**src/common/wks_consts.svh**
```systemverilog
// constants for the wide key search host controller
`ifndef WKS_CONSTS_SVH
`define WKS_CONSTS_SVH
// ************************************************************
// register offsets (APB byte addresses)
// ************************************************************
`define REG_CTRL 12'h000
`define REG_KEY_HI0 12'h004
`define REG_KEY_HI1 12'h008
`define REG_KEY_HI2 12'h00C
`define REG_KEY_LO0 12'h010
`define REG_KEY_LO1 12'h014
`define REG_KEY_LO2 12'h018
`define REG_STATUS 12'h01C
`define REG_RESULT 12'h020
`define REG_CONFIG 12'h024
// ************************************************************
// field positions
// ************************************************************
`define CTRL_GO_BIT 0
`define CTRL_MASK_LSB 4
`define CTRL_SRAMHI_LSB 8
`define CTRL_CMPIDX_LSB 12
`define CTRL_SSRIDX_LSB 16
`define CFG_TABLE_SIZE_CODE_LSB 0
`define CFG_FLAG_LATENCY_CODE_LSB 4
`define CFG_LAST_SRAM_DRIVER_BIT_BIT 8
`define CFG_LAST_FLAG_DRIVER_BIT_BIT 9
// ************************************************************
// device encodings and timing
// ************************************************************
`define OP_SEARCH 2'b10
`define WIDTH_CFG_144 16'h5555
`define TABLE_SIZE_CODE_SINGLE 2'b00
`define TABLE_SIZE_CODE_EIGHT 2'b01
`define TABLE_SIZE_CODE_FULL 2'b10
`define LAT_SINGLE 4
`define LAT_EIGHT 5
`define LAT_FULL 6
`define CFG_RESET 32'h0000_0000
`define RESULT_TIMEOUT 64
`endif

```
**src/common/wks_pkg.sv**
```systemverilog
// types for the wide key search host controller
package wks_pkg;
  typedef struct packed {
    logic commandValid;
    logic [10:0] command;
    logic [71:0] dataBus;
  } cmd_bus_t;
  typedef struct packed {
    logic [23:0] sramAddressOut;
    logic searchValidStrobe;
    logic searchHitStrobe;
  } result_bus_t;
  typedef struct packed {
    logic [3:0] maskPair;
    logic [2:0] sramHigh;
    logic [3:0] cmpIndex;
    logic [2:0] ssrIndex;
    logic [143:0] key;
  } search_req_t;
  typedef enum logic [2:0] {
    IDLE = 3'b001,
    CYC_A = 3'b010,
    CYC_B = 3'b100
  } issue_state_t;
endpackage : wks_pkg

```
**src/logic/wide_key_search_sequencer.sv**
```systemverilog
// host controller issuing 144-bit searches to a ternary search engine
//
// What this block does
// - cycle A drives command-valid high and search opcode 10 on command bits 1:0.
// - cycle A carries mask pair index on command bit 10 and bits 5:3.
// - cycle A bits 8:6 carry the SRAM address bits 23:21 used on hit.
// - cycle A data bus carries key bits 143:72, compared at even locations.
// - cycle A holds command bit 2 at zero.
// - cycle B keeps valid, repeats opcode, comparand pair index on bits 5:2.
// - cycle B bits 8:6 carry the result store register index.
// - cycle B data bus carries key bits 71:0, compared at odd locations.
// - all cascaded devices get the same table size and flag latency codes.
// - only the last device sets both last-driver bits; all others clear them. This block drives one shared pair, set from the config register.
// - 144-bit width across all octants is field value 0101010101010101.
`timescale 1ns/10ps
`include "wks_consts.svh"
module wide_key_search_sequencer
  import wks_pkg::*;
#(
  parameter int TIMEOUT = `RESULT_TIMEOUT,
  parameter logic [15:0] WIDTH_CFG = `WIDTH_CFG_144
)
(
  input wire logic clk,
  input wire logic reset,
  input wire logic psel,
  input wire logic penable,
  input wire logic pwrite,
  input wire logic [11:0] paddr,
  input wire logic [31:0] pwdata,
  output logic [31:0] prdata,
  output logic pready,
  output logic pslverr,
  output cmd_bus_t cmdBus,
  input result_bus_t resultPins,
  output logic [1:0] tableSizeCode,
  output logic [2:0] flagLatencyCode,
  output logic lastSramDriverBit,
  output logic lastFlagDriverBit,
  output logic [15:0] widthConfig
);
  // ************************************************************
  // state
  // ************************************************************
  typedef struct packed {
    logic [143:0] key;
    logic [3:0] maskPair;
    logic [2:0] sramHigh;
    logic [3:0] cmpIndex;
    logic [2:0] ssrIndex;
    logic reqPending;
    logic [1:0] table_size_code;
    logic [2:0] flag_latency_code;
    logic last_sram_driver_bit;
    logic last_flag_driver_bit;
    logic [15:0] searchCount;
    logic [15:0] hitCount;
    logic oddHitErr;
    logic [31:0] rdata;
  } top_t;
  top_t s_q, s_d;
  logic reqReady;
  logic issuedPulse;
  logic [23:0] lastAddr;
  logic lastHit;
  logic resultPulse;
  logic [7:0] pending;
  logic timeoutErr;
  logic apbAccess;
  logic addrOk;
  search_req_t req;
  assign apbAccess = psel && penable;
  assign pready = 1'b1;
  assign pslverr = apbAccess && !addrOk;
  assign prdata = s_q.rdata;
  // the device's codes are pins of this controller; software keeps them uniform
  assign tableSizeCode = s_q.table_size_code;
  assign flagLatencyCode = s_q.flag_latency_code;
  assign lastSramDriverBit = s_q.last_sram_driver_bit;
  assign lastFlagDriverBit = s_q.last_flag_driver_bit;
  assign widthConfig = WIDTH_CFG;
  assign req.maskPair = s_q.maskPair;
  assign req.sramHigh = s_q.sramHigh;
  assign req.cmpIndex = s_q.cmpIndex;
  assign req.ssrIndex = s_q.ssrIndex;
  assign req.key = s_q.key;
  // ************************************************************
  // command issue and result capture
  // ************************************************************
  search_issuer u_issuer (
    .clk(clk),
    .reset(reset),
    .reqValid(s_q.reqPending),
    .reqReady(reqReady),
    .req(req),
    .cmdBus(cmdBus),
    .issuedPulse(issuedPulse)
  );
  result_catcher #(.TIMEOUT(TIMEOUT)) u_catcher (
    .clk(clk),
    .reset(reset),
    .issuedPulse(issuedPulse),
    .flagLatency(s_q.flag_latency_code),
    .resultPins(resultPins),
    .lastAddr(lastAddr),
    .lastHit(lastHit),
    .resultPulse(resultPulse),
    .pending(pending),
    .timeoutErr(timeoutErr)
  );
  // ************************************************************
  // register file
  // ************************************************************
  always_comb begin
    addrOk = 1'b1;
    if (paddr == `REG_CTRL) begin
      addrOk = 1'b1;
    end else if (paddr == `REG_KEY_HI0 || paddr == `REG_KEY_HI1 || paddr == `REG_KEY_HI2) begin
      addrOk = 1'b1;
    end else if (paddr == `REG_KEY_LO0 || paddr == `REG_KEY_LO1 || paddr == `REG_KEY_LO2) begin
      addrOk = 1'b1;
    end else if (paddr == `REG_STATUS || paddr == `REG_RESULT || paddr == `REG_CONFIG) begin
      addrOk = 1'b1;
    end else begin
      addrOk = 1'b0;
    end
  end
  always_comb begin
    s_d = s_q;
    // one request at a time from software; the issuer pipelines back to back
    if (s_q.reqPending && reqReady) begin
      s_d.reqPending = 1'b0;
    end
    if (issuedPulse) begin
      s_d.searchCount = s_q.searchCount + 16'h0001;
    end
    if (resultPulse && lastHit) begin
      s_d.hitCount = s_q.hitCount + 16'h0001;
      // a 144-bit table must answer on an even word
      if (lastAddr[0]) begin
        s_d.oddHitErr = 1'b1;
      end
    end
    if (apbAccess && pwrite) begin
      if (paddr == `REG_CTRL) begin
        if (pwdata[`CTRL_GO_BIT]) begin
          s_d.reqPending = 1'b1;
        end
        s_d.maskPair = pwdata[`CTRL_MASK_LSB +: 4];
        s_d.sramHigh = pwdata[`CTRL_SRAMHI_LSB +: 3];
        s_d.cmpIndex = pwdata[`CTRL_CMPIDX_LSB +: 4];
        s_d.ssrIndex = pwdata[`CTRL_SSRIDX_LSB +: 3];
      end else if (paddr == `REG_KEY_HI0) begin
        s_d.key[103:72] = pwdata;
      end else if (paddr == `REG_KEY_HI1) begin
        s_d.key[135:104] = pwdata;
      end else if (paddr == `REG_KEY_HI2) begin
        s_d.key[143:136] = pwdata[7:0];
      end else if (paddr == `REG_KEY_LO0) begin
        s_d.key[31:0] = pwdata;
      end else if (paddr == `REG_KEY_LO1) begin
        s_d.key[63:32] = pwdata;
      end else if (paddr == `REG_KEY_LO2) begin
        s_d.key[71:64] = pwdata[7:0];
      end else if (paddr == `REG_STATUS) begin
        // write one to clear; a new odd hit in the same cycle wins
        if (pwdata[2] && !(resultPulse && lastHit && lastAddr[0])) begin
          s_d.oddHitErr = 1'b0;
        end
      end else if (paddr == `REG_CONFIG) begin
        s_d.table_size_code = pwdata[`CFG_TABLE_SIZE_CODE_LSB +: 2];
        s_d.flag_latency_code = pwdata[`CFG_FLAG_LATENCY_CODE_LSB +: 3];
        s_d.last_sram_driver_bit = pwdata[`CFG_LAST_SRAM_DRIVER_BIT_BIT];
        s_d.last_flag_driver_bit = pwdata[`CFG_LAST_FLAG_DRIVER_BIT_BIT];
      end
    end
    s_d.rdata = 32'h0000_0000;
    if (psel && !penable && !pwrite) begin
      if (paddr == `REG_CTRL) begin
        s_d.rdata = {12'h000, 1'b0, s_q.ssrIndex, s_q.cmpIndex, 1'b0, s_q.sramHigh, s_q.maskPair,
                     3'b000, s_q.reqPending};
      end else if (paddr == `REG_KEY_HI0) begin
        s_d.rdata = s_q.key[103:72];
      end else if (paddr == `REG_KEY_HI1) begin
        s_d.rdata = s_q.key[135:104];
      end else if (paddr == `REG_KEY_HI2) begin
        s_d.rdata = {24'h000000, s_q.key[143:136]};
      end else if (paddr == `REG_KEY_LO0) begin
        s_d.rdata = s_q.key[31:0];
      end else if (paddr == `REG_KEY_LO1) begin
        s_d.rdata = s_q.key[63:32];
      end else if (paddr == `REG_KEY_LO2) begin
        s_d.rdata = {24'h000000, s_q.key[71:64]};
      end else if (paddr == `REG_STATUS) begin
        // a search still on the command pins counts as pending, else software sees a gap
        s_d.rdata = {s_q.hitCount[7:0], pending, 13'h0000, s_q.oddHitErr, timeoutErr,
                     s_q.reqPending || cmdBus.commandValid};
      end else if (paddr == `REG_RESULT) begin
        s_d.rdata = {7'h00, lastHit, lastAddr};
      end else if (paddr == `REG_CONFIG) begin
        s_d.rdata = {s_q.searchCount, 6'h00, s_q.last_flag_driver_bit, s_q.last_sram_driver_bit, 1'b0, s_q.flag_latency_code, 2'b00, s_q.table_size_code};
      end
    end
  end
  // read data is registered at the setup edge, so it stands through the access phase
  always_ff @(posedge clk or posedge reset) begin
    if (reset) begin
      s_q <= '0;
    end else begin
      s_q <= s_d;
    end
  end
endmodule : wide_key_search_sequencer

```
**src/logic/search_issuer.sv**
```systemverilog
// drives the two-cycle search command onto the device pins
`timescale 1ns/10ps
module search_issuer
  import wks_pkg::*;
(
  input wire logic clk,
  input wire logic reset,
  input wire logic reqValid,
  output logic reqReady,
  input search_req_t req,
  output cmd_bus_t cmdBus,
  output logic issuedPulse
);
`include "wks_consts.svh"
  typedef struct packed {
    issue_state_t st;
    search_req_t hold;
    cmd_bus_t bus;
    logic issued;
  } iss_t;
  iss_t s_q, s_d;
  // a new request is taken in the second command cycle so searches run back to back
  assign reqReady = (s_q.st == IDLE) || (s_q.st == CYC_B);
  assign cmdBus = s_q.bus;
  assign issuedPulse = s_q.issued;
  always_comb begin
    s_d = s_q;
    s_d.issued = 1'b0;
    s_d.bus.commandValid = 1'b0;
    s_d.bus.command = 11'h000;
    s_d.bus.dataBus = 72'h0;
    case (s_q.st)
      IDLE, CYC_B: begin
        if (reqValid) begin
          s_d.hold = req;
          s_d.st = CYC_A;
          s_d.bus.commandValid = 1'b1;
          s_d.bus.command[1:0] = `OP_SEARCH;
          s_d.bus.command[10] = req.maskPair[3];
          s_d.bus.command[5:3] = req.maskPair[2:0];
          s_d.bus.command[8:6] = req.sramHigh;
          s_d.bus.command[2] = 1'b0;
          s_d.bus.dataBus = req.key[143:72];
        end else begin
          s_d.st = IDLE;
        end
      end
      CYC_A: begin
        s_d.st = CYC_B;
        s_d.issued = 1'b1;
        s_d.bus.commandValid = 1'b1;
        s_d.bus.command[1:0] = `OP_SEARCH;
        s_d.bus.command[5:2] = s_q.hold.cmpIndex;
        s_d.bus.command[8:6] = s_q.hold.ssrIndex;
        s_d.bus.dataBus = s_q.hold.key[71:0];
      end
      default: s_d.st = IDLE;
    endcase
  end
  always_ff @(posedge clk or posedge reset) begin
    if (reset) begin
      s_q <= '{st: IDLE, default: '0};
    end else begin
      s_q <= s_d;
    end
  end
endmodule : search_issuer

```
**src/logic/result_catcher.sv**
```systemverilog
// waits for the strobes of each issued search and captures the answer
`timescale 1ns/10ps
`include "wks_consts.svh"
module result_catcher
  import wks_pkg::*;
#(
  parameter int TIMEOUT = `RESULT_TIMEOUT
)
(
  input wire logic clk,
  input wire logic reset,
  input wire logic issuedPulse,
  input wire logic [2:0] flagLatency,
  input result_bus_t resultPins,
  output logic [23:0] lastAddr,
  output logic lastHit,
  output logic resultPulse,
  output logic [7:0] pending,
  output logic timeoutErr
);
  // ************************************************************
  // result capture
  // ************************************************************
  // the device runs on this clock, so its pins are read directly
  typedef struct packed {
    logic [7:0][23:0] addrHist;
    logic [23:0] addr;
    logic hit;
    logic pulse;
    logic [7:0] outstanding;
    logic [7:0] waitCnt;
    logic tout;
  } rc_t;
  rc_t s_q, s_d;
  logic strobeSeen;
  logic [7:0][23:0] addrNow;
  assign lastAddr = s_q.addr;
  assign lastHit = s_q.hit;
  assign resultPulse = s_q.pulse;
  assign pending = s_q.outstanding;
  assign timeoutErr = s_q.tout;
  always_comb begin
    s_d = s_q;
    // address stands only in the access cycle; strobes trail it by the flag latency
    addrNow = {s_q.addrHist[6:0], resultPins.sramAddressOut};
    s_d.addrHist = addrNow;
    s_d.pulse = 1'b0;
    // one strobe per search: the device answers every search, hit or miss
    strobeSeen = resultPins.searchValidStrobe;
    if (strobeSeen) begin
      s_d.addr = addrNow[flagLatency];
      s_d.hit = resultPins.searchHitStrobe;
      s_d.pulse = 1'b1;
    end
    if (issuedPulse && !strobeSeen) begin
      s_d.outstanding = s_q.outstanding + 8'h01;
    end else if (!issuedPulse && strobeSeen && s_q.outstanding != 8'h00) begin
      s_d.outstanding = s_q.outstanding - 8'h01;
    end
    if (s_q.outstanding == 8'h00 || strobeSeen) begin
      s_d.waitCnt = 8'h00;
    end else if (s_q.waitCnt == 8'(TIMEOUT)) begin
      s_d.tout = 1'b1;
    end else begin
      s_d.waitCnt = s_q.waitCnt + 8'h01;
    end
  end
  always_ff @(posedge clk or posedge reset) begin
    if (reset) begin
      s_q <= '0;
    end else begin
      s_q <= s_d;
    end
  end
endmodule : result_catcher

```
**config.mk**
```make
export PLATFORM = sky130hd
export DESIGN_NAME = wide_key_search_sequencer
export DESIGN_NICKNAME = d
export VERILOG_FILES = /design/src/common/wks_pkg.sv /design/src/logic/wide_key_search_sequencer.sv /design/src/logic/search_issuer.sv /design/src/logic/result_catcher.sv
export VERILOG_INCLUDE_DIRS = /design/src /design/src/common
export SDC_FILE = /design/constraint.sdc
export NUM_CORES = 1
export LEC_CHECK = 0
export BUFFER_PORTS_ARGS = -buffer_cell sky130_fd_sc_hd__buf_2
export CAP_MARGIN = 5
export CORE_MARGIN = 2
export CORE_UTILIZATION = 64
export CTS_CLUSTER_DIAMETER = 200
export DETAILED_ROUTE_END_ITERATION = 10
export PLACE_DENSITY = 0.85
export SLEW_MARGIN = 15
export SYNTH_ARGS = -nofsm -noshare
export SYNTH_HDL_FRONTEND = slang
export SYNTH_SLANG_ARGS = --single-unit
```
**constraint.sdc**
```tcl
create_clock -name clk -period 44.1 [get_ports clk]
set_input_delay 2.205 -clock clk [delete_from_list [all_inputs] [get_ports clk]]
set_output_delay 2.205 -clock clk [all_outputs]
set_load 0.02 [all_outputs]
```
* Word level (Yosys, flattened, before mapping) *
Cells that the tools add are included.
W data, S select, Z words.

word-level totals
  register bits = 608
  word-level logic and storage cells = 166
  input bits = 75
  output and inout port bits = 141

operators by class
  bitwise operators = 9
  equal/unequal tests = 14
  reduce and logical (&&, ||, !) cells = 42
  multiplexer cells = 55
  add/subtract/negate cells = 5
  order comparisons = 1

operator list
  kind                     number
  $mux W32                 11
  $pmux W81 S2             1
  $mux W81                 1
  $bmux W24 S3             1
  $mux W7                  9
  $eq A12 B5 Y1 const B    4
  $mux W8                  5
  $add A16 B1 Y16 const B  2
  $eq A12 B4 Y1 const B    2
  $eq A12 B6 Y1 const B    2
  $mux W24                 1
  $mux W1                  22
  $add A8 B1 Y8 const B    2
  $eq A12 B3 Y1 const B    1
  $logic_and A1 B1 Y1      12
  $logic_not A12 Y1        1
  $reduce_and A10 Y1       1
  $logic_or A1 B1 Y1       9
  $not A1 Y1               9
  $eq A8 B7 Y1 const B     1
  $logic_not A8 Y1         1
  $reduce_and A8 Y1        1
  $reduce_bool A8 Y1       1
  $sub A8 B1 Y8 const B    1
  other kinds (17)         25

* Depth between registers and ports, before layout *
  depth in word-level cells = 14
  mapped depth = 9
  mapped depth without buffers = 8

* Cells and area by module *
A second synthesis with hierarchy kept.

second synthesis, totals
  cell total of the unflattened synthesis = 1755
  area total of the unflattened synthesis = 24845.1 µm²

modules (own cells, without submodules)
  module                     area each (µm²)  times used  cells an instance  seq. area each (µm²)
  wide_key_search_sequencer  10437.5          1           835                5580.4
  result_catcher             7841.3           1           479                5280.1
  search_issuer              6566.3           1           441                4080.2

* Least setup slack after synthesis *
No wires, ideal clock.

  path type = in2out
  start = input port paddr[9]
  end = output port pslverr
  data arrival time = 3.444 ns
  buffers on the path = 2
  stages on the path = 5
  slack = 38.451 ns
  data required time = 41.895 ns
  cells stage by stage = nor4_2 > and2_1 > buf_2 > clkbuf_1 > a31oi_1

between the ends
  word-level cells in the longest chain between the ends = 9
  elaborated cells on any way between the ends = 22
  classes of those cells = 9 x eq/ne; 4 x mux; 9 x reduce/logical

RTL lines
  what                                                      line                              text
  start, declared                                           wide_key_search_sequencer.sv:29   input wire logic [11:0] paddr,
  $eq A12 B5 Y1 (no line) or $eq A12 B6 Y1 (tied branches)  -
  $logic_or A1 B1 Y1 (no line) (2 in a row)                 -
  $mux W1                                                   wide_key_search_sequencer.sv:122  end else if (paddr == `REG_STATUS || paddr == `REG_RESULT || paddr == `REG_CONFIG) begin
  $mux W1                                                   wide_key_search_sequencer.sv:120  end else if (paddr == `REG_KEY_LO0 || paddr == `REG_KEY_LO1 || paddr == `REG_KEY_LO2) begin
  $mux W1                                                   wide_key_search_sequencer.sv:118  end else if (paddr == `REG_KEY_HI0 || paddr == `REG_KEY_HI1 || paddr == `REG_KEY_HI2) begin
  $mux W1 *                                                 wide_key_search_sequencer.sv:116  if (paddr == `REG_CTRL) begin
  $logic_not A1 Y1 *                                        wide_key_search_sequencer.sv:74   assign pslverr = apbAccess && !addrOk;
  $logic_and A1 B1 Y1 *                                     wide_key_search_sequencer.sv:74
  end, declared                                             wide_key_search_sequencer.sv:33   output logic pslverr,

Every way passes the cells marked *; elsewhere a longest branch is shown, timed or not.

* Worst setup path after layout *
  start = input port paddr[2]
  end = register s_q (netlist bit req[97])

between the ends
  word-level cells in the longest chain between the ends = 3
  elaborated cells on any way between the ends = 4
  classes of those cells = 1 x eq/ne; 1 x bitwise; 2 x reduce/logical

RTL lines
  what                           line                              text
  $logic_not A12 Y1 (no line)    -
  $not A1 Y1 (no line)           -
  $reduce_and A3 Y1 (no line) *  -
  end signal, assigned           wide_key_search_sequencer.sv:208  s_q <= '0;
  end signal, assigned           wide_key_search_sequencer.sv:210  s_q <= s_d;
  end, declared                  wide_key_search_sequencer.sv:61   top_t s_q, s_d;

Marks and branches as above.
A chain may end at the register's enable or synchronous reset.

==> metrics <==
nature of the critical path startpoint=primary input; CTS Root Cell=clkbuf_16; Static Leakage=approximately 13 nW; Synth area leader=dfrtp_1; I/O pins=~220; fin nets=2,066; DP HPWL=just over 40,000 um; reg2reg path depth=7; vias post-DR=16,299; fin crit period=approximately 6000 ps; core footprint=roughly 38,000 um2; largest net degree at the start of global routing=roughly 110; final worst slack=~38,000 ps; Critical Path End=req[97]; Mapped Cells=1,934; yosys warns=0; Seq cells post-synth=597; CTS sink cnt=597; cell family with most CP delay=simple AND/OR/NAND/NOR gates; vias in the first global route=around 17,000; worst r2r dst=u_issuer.s_q[234]; Clock Skew=20.3 ps; Worst-Margin Slew=1300 ps; setup tns final=0 ps; Seq/Total Area, Yosys=0.605; Die Area=approximately 40,000 um2; post-synthesis mux area share=0.142; total power=about 1.2 mW; Max VDD drop=approximately 0.036 mV; WP depth=8; hold buffer count at cts=0; average routed wire per standard cell=about 25 um; Post-Synth Adder-Cell Area=0.00588; status=finished, final reports clean; Hold/Removal Path Class=reg2reg; worst path buffer plus inverter count=3; CP max-delay cell=nor2_1; initial antenna violation count=5; starting density of the core=0.652; FF-to-FF Start=u_issuer.issuedPulse; EDFF count, synth=0; Place WS=37,720 ps; max_cap viols=0; ys flop type=dfrtp_1; largest family of logic cells by synthesized area=multiplexers; Post-Syn Area=24,700 um2; P per Cell Area=between 40 and 50 nW/um2; Synth cell types=73; FF-to-FF setup slack=around 41,000 ps; die height=around 200 um; antenna-violating nets left=0; layout cells sized above 1=0.270; CP Launch Point=paddr[2]; post-CTS resize count=0; Top cell by count, worst path=buf_4; post-synthesis compound-gate area fraction=0.0860; Data required, critical path=around 45,000 ps; number of vias per cell=6.41; CTS buffer count=57; drt initial violations=1,906; syn avg cell area=approximately 13 um2; GRT overflow=0; Synth area leaders=dfrtp_1, mux2_2, mux4_2, buf_4, nand2_1; die width=about 200 um; DRC violations left=0; CP Max Fanout=30; CP arrival=roughly 6500 ps; most common cell after layout, fill and taps aside=dfrtp_1; Area growth, synth to finish=9.50%; Synth Area in XOR/XNOR=0.0124; routed wire length=about 62,000 um; post-synth top area share=0.604; postcts setup bufs=0; Crit. End Element=flip-flop; setup-violating endpoint count in the final report=0; Port Buffer Count=196; Clock H-tree levels=2; Final GP Congestion=between 0.9 and 1; first-pass GRT wire length=98,000 um; CTS Buffer Depth=3; Final Cycle Share=0.136; ys async rst share=1.00; CTS tree=done; Final Slew Violations=0; clock latency on the worst-skew pair=approximately 610 ps; utilization after layout=0.714; most frequent cells in the layout=dfrtp_1, nand2_1, buf_2; Worst-path clk slew=70 ps; Slew headroom=0.128; biggest cell delay along the critical path=approximately 820 ps; Simple-Gate Fraction of Synth Area=0.0833; Total GRT Usage=0.317; worst-path cell chain=buf_2 > buf_4 > nand2b_1 > nor2_1 > nand2_1 > nor2_4 > buf_4 > mux2_2; 1st-pass router iterations=8; critical path class=in2reg; RSZ-0062 raised after global routing=no; row cnt=between 70 and 80; Final Hold Fails=0; fmax=approximately 170 MHz
## cell usage after synthesis (5+ instances only)
cell         n
a222oi_1     8
buf_6        5
a31oi_1      7
nor3_1      15
a221oi_1     8
nand3_1     25
buf_1       13
or3_1        6
o22ai_1      8
mux4_2      49
a22oi_1      8
a21oi_1     67
a211oi_1     8
xor2_1      10
nor2_1      75
xnor2_1     25
nand2_1    278
dfrtp_1    596
o221ai_1    12
buf_4      141
buf_2       25
nand2b_1    11
nand4_1      5
nor4_1       6
and3_1      10
o21ai_0     37
o2bb2ai_1    7
mux2i_1     46
clkbuf_1    65
inv_1       18
a22o_1      87
ha_1        10
mux2_1      11
mux2_2     161
## state kept, by name (all words and copies together) (netlist names)
name                   count
tableSizeCode              2
u_catcher.lastAddr        24
prdata                    32
u_catcher.pending          8
u_issuer.cmdBus           81
u_catcher.timeoutErr       1
u_catcher.resultPulse      1
flagLatencyCode            3
req                      158
u_catcher.s_q              8
u_catcher.addrNow        168
u_catcher.lastHit          1
s_q                       26
lastFlagDriverBit          1
u_issuer.s_q              81
lastSramDriverBit          1
u_issuer.issuedPulse       1
## worst reg2reg max path, delay by kind of cell (launching register included)
| family | cells | cell delay, ps |
|---|---|---|
| DFF | 1 | 620 |
| and+or+nand+nor | 4 | 730 |
| buffers and inverters | 2 | 1400 |
| xor gates and xnor gates | 1 | 170 |
## report_power, final
part | leakage [nW] | internal [mW] | switching (mW) | total, mW
registers | 7.84 | 0.564 | 0.0182 | 0.583
logic | 4.28 | 0.0279 | 0.0467 | 0.0746
clock network | 0.962 | 0.295 | 0.206 | 0.502
## how the worst min path moves through the flow
| stage | from | endpoint | slack (ps) | cells after the start |
|---|---|---|---|---|
| 2_1_floorplan | u_catcher.addrNow[144] | u_catcher.addrNow[168] | 350 | 0 |
| 5_1_grt | u_catcher.addrNow[62] | u_catcher.addrNow[86] | 370 | 0 |
| 4_1_cts | u_catcher.addrNow[44] | u_catcher.addrNow[68] | 370 | 0 |
| 6_report | u_catcher.addrNow[153] | u_catcher.addrNow[177] | 370 | 0 |
| 3_5_place_dp | u_catcher.addrNow[62] | u_catcher.addrNow[86] | 360 | 0 |
| 3_3_place_gp | u_catcher.addrNow[129] | u_catcher.addrNow[153] | 350 | 0 |
## kinds of logic (layout without fill, tap and decap cells)
logic type / Yosys count / after routing
flip-flops: 597 / 597
AND/OR/NAND/NOR: 463 / 463
multiplexers: 267 / 267
adder cells (fa/ha/maj): 11 / 11
AO/OA/AOI/OAI: 292 / 292
XOR/XNOR: 35 / 35
buffers and inverters: 267 / 344
other: 2 / 22
## per-layer routing
layer,GRT usage,up-vias,wire length (um)
met3,0.0726,212,6240
met5,0,-,30
met4,0.147,4,2940
met1,0.432,8288,23600
li1,-,6766,-
met2,0.494,1029,29600
## per-stage QoR
stage	std cells	cell area, um2	hold WS [ps]
3_5_place_dp	2432	25000	356
4_1_cts	2539	27000	369
2_1_floorplan	1951	24700	349
3_3_place_gp	2432	25000	352
6_report	2542	27000	368
5_1_grt	2541	27000	373
## final cells by class
| cell class | instances | area, um2 |
|---|---|---|
| multi-input cells | 1087 | 8230 |
| diodes | 3 | 7.51 |
| fillers | 2435 | 10800 |
| well taps | 511 | 639 |
| repair buffers | 219 | 1160 |
| clock buffers | 87 | 1740 |
| inverters | 18 | 77.6 |
| flip-flops and latches | 597 | 14900 |
| clock inverters | 20 | 218 |
(Power assumes the default switching activity.)
